[src/adc_chop_params.svh]
/*
  Timing counts, command codes and field decodes for the chop, standby and
  current-detect sequencer. Assumes a 10 MHz system clock.
*/
`ifndef ADC_CHOP_PARAMS_SVH
`define ADC_CHOP_PARAMS_SVH

`define CLOCK_NS 100
`define CMD_STANDBY 16'h0022
`define CMD_RESUME 16'h0033
`define CMD_BITS 5'h10
`define FIRST_EXTRA_TICKS 18'h2c
`define WAKE_TICKS 4'h8
`define CHOP_DELAY_BASE 17'h2
`define CONV_PER_RESULT 3
`define DETECT_RATE_SPS 2700
`define DETECT_TICK_CYCLES ((1000000000 / `CLOCK_NS) / `DETECT_RATE_SPS)
`define RESET_QUALIFY_NS 2000
`define RESET_QUALIFY_CYCLES ((`RESET_QUALIFY_NS + `CLOCK_NS - 1) / `CLOCK_NS)
`define READY_LOW_CYCLES 4'h4
`define DET_LEN0 12'h080
`define DET_LEN1 12'h100
`define DET_LEN2 12'h200
`define DET_LEN3 12'h300
`define DET_LEN4 12'h400
`define DET_LEN5 12'h600
`define DET_LEN6 12'h800
`define DET_LEN7 12'he00
`define PIN_SYNC_INIT 5'h0a

`endif

[src/adc_chop_pkg.sv]
/*
  Types shared by the sequencer: top-level modes, chop phases, power levels.
  Assumes the constants header is included where numbers are needed.
*/
package adc_chop_pkg;
  typedef enum logic [4:0] {
    ST_RUN = 5'h01,
    ST_STANDBY = 5'h02,
    ST_WAKE = 5'h04,
    ST_DETECT = 5'h08,
    ST_RESET = 5'h10
  } mode_t;
  typedef enum logic [2:0] {
    PH_FIRST = 3'h1,
    PH_DELAY = 3'h2,
    PH_CONV = 3'h4
  } chop_phase_t;
  typedef enum logic [2:0] {
    high_resolution_level = 3'h1,
    low_power_level = 3'h2,
    very_low_power_level = 3'h4
  } power_t;
endpackage

[src/pin_sync.sv]
/*
  Two-flop synchroniser for a group of pins.
  Assumes every bit is an independent level from outside the clock domain.
*/
`timescale 1ns/1ps
module pin_sync #(
  parameter int W = 1,
  parameter logic [W-1:0] INIT = '0
) (
  // Clock and reset
  input wire logic clock,
  input wire logic rstn,
  // Pins in, synchronised levels out
  input wire logic [W-1:0] async_in,
  output logic [W-1:0] sync_out
);
  typedef struct packed {
    logic [W-1:0] s1;
    logic [W-1:0] s2;
  } sync_state_t;
  sync_state_t q;
  sync_state_t nxt_q;

  always_comb begin
    nxt_q = q;
    nxt_q.s1 = async_in;
    nxt_q.s2 = q.s1;
  end

  always_ff @(posedge clock) begin
    if (!rstn) begin
      q <= {INIT, INIT};
    end else begin
      q <= nxt_q;
    end
  end

  assign sync_out = q.s2;
endmodule

[src/chop_avg.sv]
/*
  Pairs two chop conversions per channel into an offset-free result, or
  passes a plain conversion through. Assumes go is a one-cycle strobe.
*/
`timescale 1ns/1ps
module chop_avg #(
  parameter int CH = 4,
  parameter int W = 24
) (
  // Clock and reset
  input wire logic clock,
  input wire logic rstn,
  // Request
  input wire logic go,
  input wire logic pass,
  input wire logic cur_reversed,
  input wire logic [CH*W-1:0] prev,
  input wire logic [CH*W-1:0] cur,
  // Result
  output logic [CH*W-1:0] result,
  output logic valid
);
  typedef struct packed {
    logic [CH*W-1:0] result;
    logic valid;
  } avg_state_t;
  avg_state_t q;
  avg_state_t nxt_q;
  logic [CH*W-1:0] avg_w;

  genvar i;
  generate
    for (i = 0; i < CH; i++) begin : g_ch
      logic signed [W:0] a;
      logic signed [W:0] b;
      logic signed [W:0] diff;
      assign a = {prev[i*W+W-1], prev[i*W +: W]};
      assign b = {cur[i*W+W-1], cur[i*W +: W]};
      // Normal minus reversed cancels the inner offset
      assign diff = cur_reversed ? (a - b) : (b - a);
      assign avg_w[i*W +: W] = diff[W:1];
    end
  endgenerate

  always_comb begin
    nxt_q = q;
    nxt_q.valid = go;
    if (go) begin
      nxt_q.result = pass ? cur : avg_w;
    end
  end

  always_ff @(posedge clock) begin
    if (!rstn) begin
      q <= '0;
    end else begin
      q <= nxt_q;
    end
  end

  assign result = q.result;
  assign valid = q.valid;
endmodule

[src/adc_chop_standby_detect_ctrl.sv]
/*
  Conversion-mode sequencer of a four-channel delta-sigma converter: chop
  timing and averaging, power level, standby by command and current detect.
  Assumes the filter presents conversion data on conv_data, pins are async,
  and the modulator period is one period of converter_clock_in.
*/
`timescale 1ns/1ps
`include "adc_chop_params.svh"
module adc_chop_standby_detect_ctrl import adc_chop_pkg::*; #(
  parameter int CH = 4,
  parameter int W = 24,
  parameter int RESET_QUALIFY_CYCLES = `RESET_QUALIFY_CYCLES,
  parameter int DETECT_TICK_CYCLES = `DETECT_TICK_CYCLES
) (
  // Clock and reset
  input wire logic clock,
  input wire logic rstn,
  // Pins
  input wire logic converter_clock_in,
  input wire logic sync_reset_n,
  input wire logic sclk,
  input wire logic cs_n,
  input wire logic din,
  output logic dout,
  output logic dout_oe_n,
  output logic data_ready_n,
  // Configuration
  input wire logic chop_enable,
  input wire logic [3:0] chop_settle_delay,
  input wire logic [14:0] oversampling_ratio,
  input wire logic [1:0] power_level_select,
  input wire logic dc_test_request,
  input wire logic detect_enable,
  input wire logic [15:0] threshold_high_reg,
  input wire logic [7:0] threshold_low_reg,
  input wire logic [2:0] detect_sample_count,
  input wire logic [2:0] detect_hit_count,
  input wire logic detect_all_channels,
  input wire logic [CH-1:0] channel_enable,
  // Filter side
  input wire logic conv_valid,
  input wire logic [CH*W-1:0] conv_data,
  output logic input_polarity,
  output logic filter_reset,
  // Results and status
  output logic [CH*W-1:0] chop_result,
  output logic result_valid,
  output logic phase_cal_enable,
  output logic dc_test_select,
  output logic [2:0] power_mode,
  output logic [CH-1:0] channel_on,
  output logic osc_enable,
  output logic device_in_reset
);
  typedef struct packed {
    mode_t st;
    chop_phase_t ph;
    logic [17:0] cnt;
    logic pol;
    logic frst;
    logic have_prev;
    logic [CH*W-1:0] prev;
    logic [3:0] wcnt;
    logic [14:0] ratio_q;
    logic [15:0] qual;
    logic mclk_d;
    logic sync_d;
    logic sclk_d;
    logic cs_d;
    logic [15:0] cmd_sr;
    logic [4:0] bitcnt;
    logic [15:0] resp_sr;
    logic dout;
    logic [3:0] ready_cnt;
    logic ready_n;
    logic [11:0] dtick;
    logic [11:0] dsamp;
    logic [CH-1:0][2:0] hits;
    power_t power;
    logic phase_cal;
    logic dc_test;
  } ctrl_state_t;
  ctrl_state_t q;
  ctrl_state_t nxt_q;

  logic [4:0] pin_s;
  logic mclk_s, sync_s, sclk_s, cs_s, din_s;
  logic avg_go, avg_pass;
  logic [CH-1:0] over, met;
  logic [CH-1:0][2:0] hit_nxt;
  logic [23:0] detect_threshold;
  logic [3:0] need;
  logic det_met;
  logic [16:0] dly_len, conv_len;
  logic [11:0] det_len;

  pin_sync #(.W(5), .INIT(`PIN_SYNC_INIT)) u_pins (
    .clock(clock),
    .rstn(rstn),
    .async_in({converter_clock_in, sync_reset_n, sclk, cs_n, din}),
    .sync_out(pin_s)
  );
  assign {mclk_s, sync_s, sclk_s, cs_s, din_s} = pin_s;

  chop_avg #(.CH(CH), .W(W)) u_avg (
    .clock(clock),
    .rstn(rstn),
    .go(avg_go),
    .pass(avg_pass),
    .cur_reversed(q.pol),
    .prev(q.prev),
    .cur(conv_data),
    .result(chop_result),
    .valid(result_valid)
  );

  assign detect_threshold = {threshold_high_reg, threshold_low_reg};
  assign need = {1'b0, detect_hit_count} + 4'h1;
  assign dly_len = `CHOP_DELAY_BASE << chop_settle_delay;
  assign conv_len = 17'(`CONV_PER_RESULT * oversampling_ratio);

  genvar c;
  generate
    for (c = 0; c < CH; c++) begin : g_det
      logic [W-1:0] mag;
      assign mag = conv_data[c*W+W-1] ? -conv_data[c*W +: W] : conv_data[c*W +: W];
      assign over[c] = channel_enable[c] & (mag > detect_threshold);
      assign hit_nxt[c] = (over[c] && q.hits[c] != 3'h7) ? q.hits[c] + 3'h1 : q.hits[c];
      assign met[c] = {1'b0, q.hits[c]} >= need;
    end
  endgenerate

  // All enabled channels, or any one of them
  assign det_met = detect_all_channels ? (&(met | ~channel_enable)) & (|channel_enable)
                                       : |(met & channel_enable);

  always_comb begin
    case (detect_sample_count)
      3'h0: det_len = `DET_LEN0;
      3'h1: det_len = `DET_LEN1;
      3'h2: det_len = `DET_LEN2;
      3'h3: det_len = `DET_LEN3;
      3'h4: det_len = `DET_LEN4;
      3'h5: det_len = `DET_LEN5;
      3'h6: det_len = `DET_LEN6;
      default: det_len = `DET_LEN7;
    endcase
  end

  always_comb begin
    logic tick, sync_fall, sync_rise, long_low, frame_end, restart, ready_evt;
    tick = mclk_s & ~q.mclk_d;
    sync_fall = q.sync_d & ~sync_s;
    sync_rise = ~q.sync_d & sync_s;
    long_low = q.qual >= 16'(RESET_QUALIFY_CYCLES);
    frame_end = cs_s & ~q.cs_d & (q.bitcnt == `CMD_BITS);
    restart = 1'b0;
    ready_evt = 1'b0;
    avg_go = 1'b0;
    avg_pass = 1'b0;
    nxt_q = q;
    nxt_q.frst = 1'b0;
    nxt_q.mclk_d = mclk_s;
    nxt_q.sync_d = sync_s;
    nxt_q.sclk_d = sclk_s;
    nxt_q.cs_d = cs_s;
    nxt_q.ratio_q = oversampling_ratio;
    nxt_q.phase_cal = ~chop_enable;
    nxt_q.dc_test = dc_test_request & ~chop_enable;
    case (power_level_select)
      2'h1: nxt_q.power = low_power_level;
      2'h2, 2'h3: nxt_q.power = very_low_power_level;
      default: nxt_q.power = high_resolution_level;
    endcase
    // Shift on falling sclk, launch on rising
    if (!cs_s) begin
      if (q.sclk_d && !sclk_s && q.bitcnt != `CMD_BITS) begin
        nxt_q.cmd_sr = {q.cmd_sr[14:0], din_s};
        nxt_q.bitcnt = q.bitcnt + 5'h1;
      end
      if (!q.sclk_d && sclk_s) begin
        nxt_q.dout = q.resp_sr[15];
        nxt_q.resp_sr = {q.resp_sr[14:0], 1'b0};
      end
    end else begin
      nxt_q.bitcnt = 5'h0;
      nxt_q.resp_sr = {11'h0, q.st};
    end
    if (!sync_s) begin
      nxt_q.qual = (q.qual == 16'hffff) ? q.qual : q.qual + 16'h1;
    end else begin
      nxt_q.qual = 16'h0;
    end
    case (q.st)
      ST_RUN: begin
        if (frame_end && q.cmd_sr == `CMD_STANDBY) begin
          nxt_q.st = ST_STANDBY;
        end else if (sync_fall || oversampling_ratio != q.ratio_q) begin
          restart = 1'b1;
        end else if (!chop_enable) begin
          nxt_q.ph = PH_FIRST;
          nxt_q.cnt = 18'h0;
          nxt_q.pol = 1'b0;
          nxt_q.have_prev = 1'b0;
          avg_go = conv_valid;
          avg_pass = 1'b1;
        end else if (tick) begin
          nxt_q.cnt = q.cnt + 18'h1;
          case (q.ph)
            PH_FIRST: begin
              if (q.cnt == `FIRST_EXTRA_TICKS - 18'h1) begin
                nxt_q.ph = PH_DELAY;
                nxt_q.cnt = 18'h0;
              end
            end
            PH_DELAY: begin
              if (q.cnt == {1'b0, dly_len - 17'h1}) begin
                nxt_q.ph = PH_CONV;
                nxt_q.cnt = 18'h0;
              end
            end
            PH_CONV: begin
              if (q.cnt == {1'b0, conv_len - 17'h1}) begin
                avg_go = q.have_prev;
                nxt_q.prev = conv_data;
                nxt_q.have_prev = 1'b1;
                nxt_q.pol = ~q.pol;
                nxt_q.frst = 1'b1;
                nxt_q.ph = PH_DELAY;
                nxt_q.cnt = 18'h0;
              end
            end
            default: nxt_q.ph = PH_FIRST;
          endcase
        end
      end
      ST_STANDBY: begin
        if (frame_end && q.cmd_sr == `CMD_RESUME) begin
          nxt_q.st = ST_WAKE;
          nxt_q.wcnt = 4'h0;
        end else if (sync_rise && !long_low && detect_enable) begin
          nxt_q.st = ST_DETECT;
          nxt_q.dtick = 12'h0;
          nxt_q.dsamp = 12'h0;
          nxt_q.hits = '0;
        end
      end
      ST_WAKE: begin
        if (tick) begin
          nxt_q.wcnt = q.wcnt + 4'h1;
          if (q.wcnt == `WAKE_TICKS - 4'h1) begin
            nxt_q.st = ST_RUN;
            restart = 1'b1;
          end
        end
      end
      ST_DETECT: begin
        if (!detect_enable) begin
          nxt_q.st = ST_STANDBY;
        end else if (det_met) begin
          nxt_q.st = ST_STANDBY;
          ready_evt = 1'b1;
        end else if (q.dtick == 12'(DETECT_TICK_CYCLES - 1)) begin
          nxt_q.dtick = 12'h0;
          nxt_q.hits = hit_nxt;
          nxt_q.dsamp = q.dsamp + 12'h1;
          if (q.dsamp == det_len - 12'h1) begin
            nxt_q.dsamp = 12'h0;
            nxt_q.hits = '0;
          end
        end else begin
          nxt_q.dtick = q.dtick + 12'h1;
        end
      end
      ST_RESET: begin
        if (sync_s) begin
          nxt_q.st = ST_RUN;
          restart = 1'b1;
        end
      end
      default: nxt_q.st = ST_RUN;
    endcase
    if (restart) begin
      nxt_q.ph = PH_FIRST;
      nxt_q.cnt = 18'h0;
      nxt_q.pol = 1'b0;
      nxt_q.have_prev = 1'b0;
      nxt_q.frst = 1'b1;
    end
    if (long_low) begin
      nxt_q.st = ST_RESET;
      nxt_q.have_prev = 1'b0;
      avg_go = 1'b0;
    end
    // Low for a few cycles per event
    if (result_valid || ready_evt) begin
      nxt_q.ready_n = 1'b0;
      nxt_q.ready_cnt = `READY_LOW_CYCLES - 4'h1;
    end else if (q.ready_cnt != 4'h0) begin
      nxt_q.ready_cnt = q.ready_cnt - 4'h1;
    end else begin
      nxt_q.ready_n = 1'b1;
    end
  end

  always_ff @(posedge clock) begin
    if (!rstn) begin
      q <= '0;
      q.st <= ST_RUN;
      q.ph <= PH_FIRST;
      q.sync_d <= 1'b1;
      q.cs_d <= 1'b1;
      q.ready_n <= 1'b1;
      q.power <= high_resolution_level;
      q.phase_cal <= 1'b1;
    end else begin
      q <= nxt_q;
    end
  end

  assign dout = q.dout;
  assign dout_oe_n = q.cs_d;
  assign data_ready_n = q.ready_n;
  assign input_polarity = q.pol;
  assign filter_reset = q.frst;
  assign phase_cal_enable = q.phase_cal;
  assign dc_test_select = q.dc_test;
  assign power_mode = q.power;
  assign channel_on = (q.st == ST_RUN) ? {CH{1'b1}} :
                      (q.st == ST_DETECT) ? channel_enable : '0;
  assign osc_enable = (q.st == ST_DETECT);
  assign device_in_reset = (q.st == ST_RESET);

  logic sync_fall_w;
  assign sync_fall_w = q.sync_d & ~sync_s & ~(q.qual >= 16'(RESET_QUALIFY_CYCLES));
endmodule

[config.mk]
export PLATFORM = sky130hd
export DESIGN_NAME = adc_chop_standby_detect_ctrl
export DESIGN_NICKNAME = d
export VERILOG_FILES = /design/src/adc_chop_pkg.sv /design/src/pin_sync.sv /design/src/chop_avg.sv /design/src/adc_chop_standby_detect_ctrl.sv
export VERILOG_INCLUDE_DIRS = /design/src /design/src/src
export SDC_FILE = /design/constraint.sdc
export NUM_CORES = 2
export LEC_CHECK = 0
export BUFFER_PORTS_ARGS = -buffer_cell sky130_fd_sc_hd__buf_4
export CAP_MARGIN = 10
export CORE_MARGIN = 1.5
export CORE_UTILIZATION = 62
export CTS_CLUSTER_SIZE = 24
export DETAILED_ROUTE_END_ITERATION = 12
export PLACE_DENSITY = 0.83
export SKIP_LAST_GASP = 1
export SLEW_MARGIN = 40
export SYNTH_ARGS = -nofsm -noshare
export SYNTH_HDL_FRONTEND = slang
export SYNTH_SLANG_ARGS = --single-unit
[constraint.sdc]
create_clock -name clock -period 6.3 [get_ports clock]
set_input_delay 1.26 -clock clock [delete_from_list [all_inputs] [get_ports clock]]
set_output_delay 1.26 -clock clock [all_outputs]
set_load 0.01 [all_outputs]
==> impl.org <==
** Status
- Outcome :: finished, final reports clean

** Drt
- The first TritonRoute pass finished after 6 iterations.
- After the first detailed-routing iteration, the DRC count stood at just over 3000.
- After detailed routing, the average wire length per cell comes to about 20 um.
- Count of nets left with antenna violations after detail routing :: 0
- In the routed design, unresolved DRC markers number 0.
- Wire length after detailed routing :: between 100 and 150 mm
- The detailed router placed around 32000 vias in this run.
- Ratio of routed vias to standard cells :: about 6.4

** Global routing
- The first global-routing pass estimated around 160 mm of wire.
- The via count of the first global-routing pass was between 20000 and 30000.
- Maximum number of pins on one net before global-route repair :: around 100
- Residual overflow from global routing :: 0
- Global routing consumed, over all layers together, between 30 and 40% of the routing resources.
- The initial antenna violation count is 5.

** Pwr
- Maximum vdd ir drop :: roughly 0.19 mV
- In this run the static leakage power is 14.5 nW.
- Total power for the finished layout comes to between 6 and 7 mW.
- Power spread over the standard cell area amounts to approximately 180 nW/um2.

** Min path
- Along the worst hold path, the cell count comes to 1.
- In this run the most critical hold path is launched from u_pins.nxt_q[0].
- The min-delay analysis places its worst path in the category register to register.
- For hold timing, the worst endpoint is u_pins.sync_out[0].

** Worst setup path
- Worst path top cell family by delay :: simple AND/OR/NAND/NOR gates
- In this run the critical register-to-register path is launched from q[231].
- Crit path max-delay cell type :: a2111oi_0
- The cell that appears most often on the critical path is nor2_1.
- Startpoint types :: input port
- Counting both buffers and inverters, the worst setup path holds a total of 1.
- Of all nets on the critical path, the largest fanout is 5.
- At the worst endpoint, the required time is just under 7000 ps.
- By startpoint and endpoint, the worst setup path is classified as input port to register.
- Sequence of cells on the critical path :: buf_4 > nor2_1 > nand4_1 > nand2b_1 > or4_1 > or4_1 > o31ai_1 > xnor2_1 > ha_1 > a21o_1 > a21o_1 > a21oi_1 > nor2_1 > a2111oi_0 > nor2_1 > a2111oi_0 > nor3_1 > mux2i_1
- Longest individual stage delay on the worst path :: 610 ps
- Reg-to-Reg End :: u_avg.result[93]
- Worst Reg2Reg Path Length in Cells :: 10
- Setup slack on the worst flop-to-flop path :: around 2400 ps
- Worst EP arrival :: around 5700 ps
- STA classifies the critical path endpoint as a register.

** Synth
- EDFF count, synth :: 0
- Mean cell area of the mapped netlist :: between 7 and 8 um2
- Post-synth top area cell :: dfxtp_1
- Post-Synthesis Cells :: between 4000 and 5000
- Summing the sequential cell areas from Yosys gives between 20% and 30% of the chip area.
- The most used flip-flop cell after synthesis is dfxtp_1.
- Top area cells in the synthesized netlist :: dfxtp_1 (23%), ha_1 (14%), a21oi_1 (6.7%)
- The synthesized design contains ~360 register bits.
- The number of nets handed over by synthesis was approximately 4700.
- Counting distinct cell types in the post-synthesis netlist gives 86.
- After synthesis, the share of flip-flops with an asynchronous set or reset is 0%.
- Post-synth top area share :: around 23%
- Total number of yosys warnings :: 0
- Synthesized area :: roughly 31000 um2

** Cells and area
- Compared with the post-synthesis result, the final layout area differs by 12.0%.
- Fraction of layout instances using a drive strength above 1 :: between 10% and 20%
- At the end of the flow, the number of nets in the layout was about 4800.
- The filler cells instantiated in the layout total about 4200.
- The top cell types in the final layout, fill and taps aside, are a21oi_1 (417), nand2_1 (405), dfxtp_1 (354), ha_1 (347), nor2_1 (322).
- Commonest non-fill, non-tap cell in the layout :: a21oi_1

** Timing
- RSZ-0062 raised after global routing :: no
- In the finished design, the share of the clock period the worst path needs comes to between 80% and 90%.
- The worst pin sits at a relative slew slack of around two fifths.
- Between clock sinks in the finished design, the worst skew comes to about 17 ps.
- Final number of hold-violating endpoints :: 0
- Crit path setup slack, layout :: about 1100 ps
- Worst hold margin :: about 430 ps
- The total count of max-transition violations in the final report is 0.
- Worst Tran Pin Value :: 908 ps
- Final Critical Period :: about 5200 ps
- Final number of setup-violating endpoints :: 0
- Achievable Freq :: approximately 0.19 GHz
- Total negative slack for setup checks :: 0 ps

** Clocking
- Clock-pin slew was measured on the worst setup and hold paths at roughly 60 ps.
- Number of buffers between clock root and the deepest sink :: 3
- CTS saw 355 sinks.
- In this run the post-CTS setup repair buffer count came out at 0.
- TritonCTS built the clock tree.
- CTS root buffer :: clkbuf_16
- Hold buffer count at cts :: 0
- CTS built an H-tree with a depth of 2.
- TritonCTS created 43 clock buffers.
- # resized after CTS :: 0
- Clock latency on the worst-skew pair, taken at its later pin, is 600 ps.

** Place
- Buffers placed on the I/O ports in this run total ~280.
- The HPWL after detailed placement is ~72 mm.
- Final Wtd Congestion :: between 1 and 1.5
- Prior to clock tree synthesis, the placed netlist has a worst setup slack of between 600 and 700 ps.

** Floorplanning
- The initialized floorplan defines 81 standard-cell rows.
- Pin placement for this block handled ~280 I/O pins.
- Area enclosed by the die boundary :: around 52000 um2
- Core outline area :: ~49000 um2
- For this configuration, the core starts out at a cell density of 63.2%.
- From bottom edge to top edge, the die measures roughly 230 um.
- DIE WIDTH :: 227 um

** Flow run
- Max-cap violations in this run came to 0.
-- per-stage QoR --
stage | util, % | instances | cell area (um2)
global placement | 67.7 | 4924 | 33300
detailed placement | 67.7 | 4924 | 33300
finish | 70.8 | 5005 | 34900
global route | 70.8 | 5004 | 34900
floorplan | - | 4218 | 31100
CTS | 70.8 | 5004 | 34900
-- registers in the layout (all words and copies together), names as in the netlist --
name and cells:
dout 1, data_ready_n 1, u_avg.result 96, dout_oe_n 1, q 238, power_mode 3
u_pins.sync_out 5, u_pins.nxt_q 5, phase_cal_enable 1, u_avg.valid 1, input_polarity 1, dc_test_select 1
filter_reset 1
-- synth_stat cells, types with 10 or more instances --
| library cell | instances |
|---|---|
| nand4_1 | 99 |
| and4_1 | 12 |
| o31ai_1 | 54 |
| nor4b_1 | 10 |
| nand3_1 | 117 |
| dfxtp_1 | 355 |
| and3_1 | 31 |
| or2_2 | 12 |
| a211o_1 | 14 |
| a21boi_0 | 11 |
| a211oi_1 | 47 |
| buf_2 | 12 |
| nor4_1 | 31 |
| or3_1 | 22 |
| buf_1 | 12 |
| o21bai_1 | 18 |
| o41ai_1 | 13 |
| a21o_1 | 105 |
| xor2_1 | 80 |
| nor2_1 | 322 |
| o21a_1 | 22 |
| mux2i_1 | 57 |
| nand2b_1 | 37 |
| or4_1 | 19 |
| nor3b_1 | 16 |
| a31oi_1 | 25 |
| nor2b_1 | 48 |
| clkbuf_1 | 240 |
| nand3b_1 | 11 |
| o22ai_1 | 10 |
| inv_1 | 309 |
| a21oi_1 | 417 |
| nor3_1 | 152 |
| xnor2_1 | 172 |
| o2111ai_1 | 40 |
| o211ai_1 | 58 |
| and2_1 | 23 |
| o21ai_0 | 273 |
| nand2_1 | 405 |
| ha_1 | 347 |
-- power breakdown --
part / internal (mW) / switching (mW)
sequential: 2.27 / 0.0145
combinational: 0.541 / 0.826
clock: 1.61 / 1.11
total: 4.42 / 1.95
-- cell families after synthesis --
family | count (synthesis) | share of synthesized area [%]
AO/OA/AOI/OAI | 1216 | 24.5
XOR/XNOR | 252 | 7.09
adder cells (fa/ha/maj) | 356 | 14.5
buffers and inverters | 579 | 7.11
flip-flops | 355 | 22.8
multiplexers | 64 | 2.10
AND/OR/NAND/NOR | 1396 | 21.8
-- per-layer routing --
metal  global-route usage (%)  vias up  routed length [um]
met2                     58.7     1721               43200
met1                     49.0    15000               41100
met5                        0        -                  46
met4                     18.5        8                5010
met3                     7.90      345               10800
li1                         -    15200                   -
-- worst register-to-register path, cell delays in order, from the launching register on --
cell and delay (ps):
dfxtp_1 700, xnor2_1 270, a31oi_1 280, nor3_1 70, or3_1 320, or4_4 450
nor4_4 480, a32oi_4 400, buf_4 360, nor2_1 340, a211oi_1 140
-- worst max path at each step --
stage,from,endpoint,slack (ps),cells past startpoint
after global routing,conv_data[26],q[8],920,16
after global placement,conv_data[26],q[8],800,18
final,conv_data[26],q[8],1070,18
after CTS,conv_data[26],q[8],1170,18
after detailed placement,conv_data[26],q[9],620,18
after floorplan,chop_settle_delay[3],q[240],1220,15
-- final cells by class --
class	instances	area (um2)	area share (%)
antenna	1	2.50	0.00717
clock buffer	59	1250	3.57
clock inverter	21	285	0.818
inverter	310	1170	3.35
multi-input combinational	3284	21900	62.7
sequential	355	7110	20.4
tap	664	831	2.38
timing repair buffer	311	2360	6.78
Note: power is estimated with default switching activity, not from simulation.
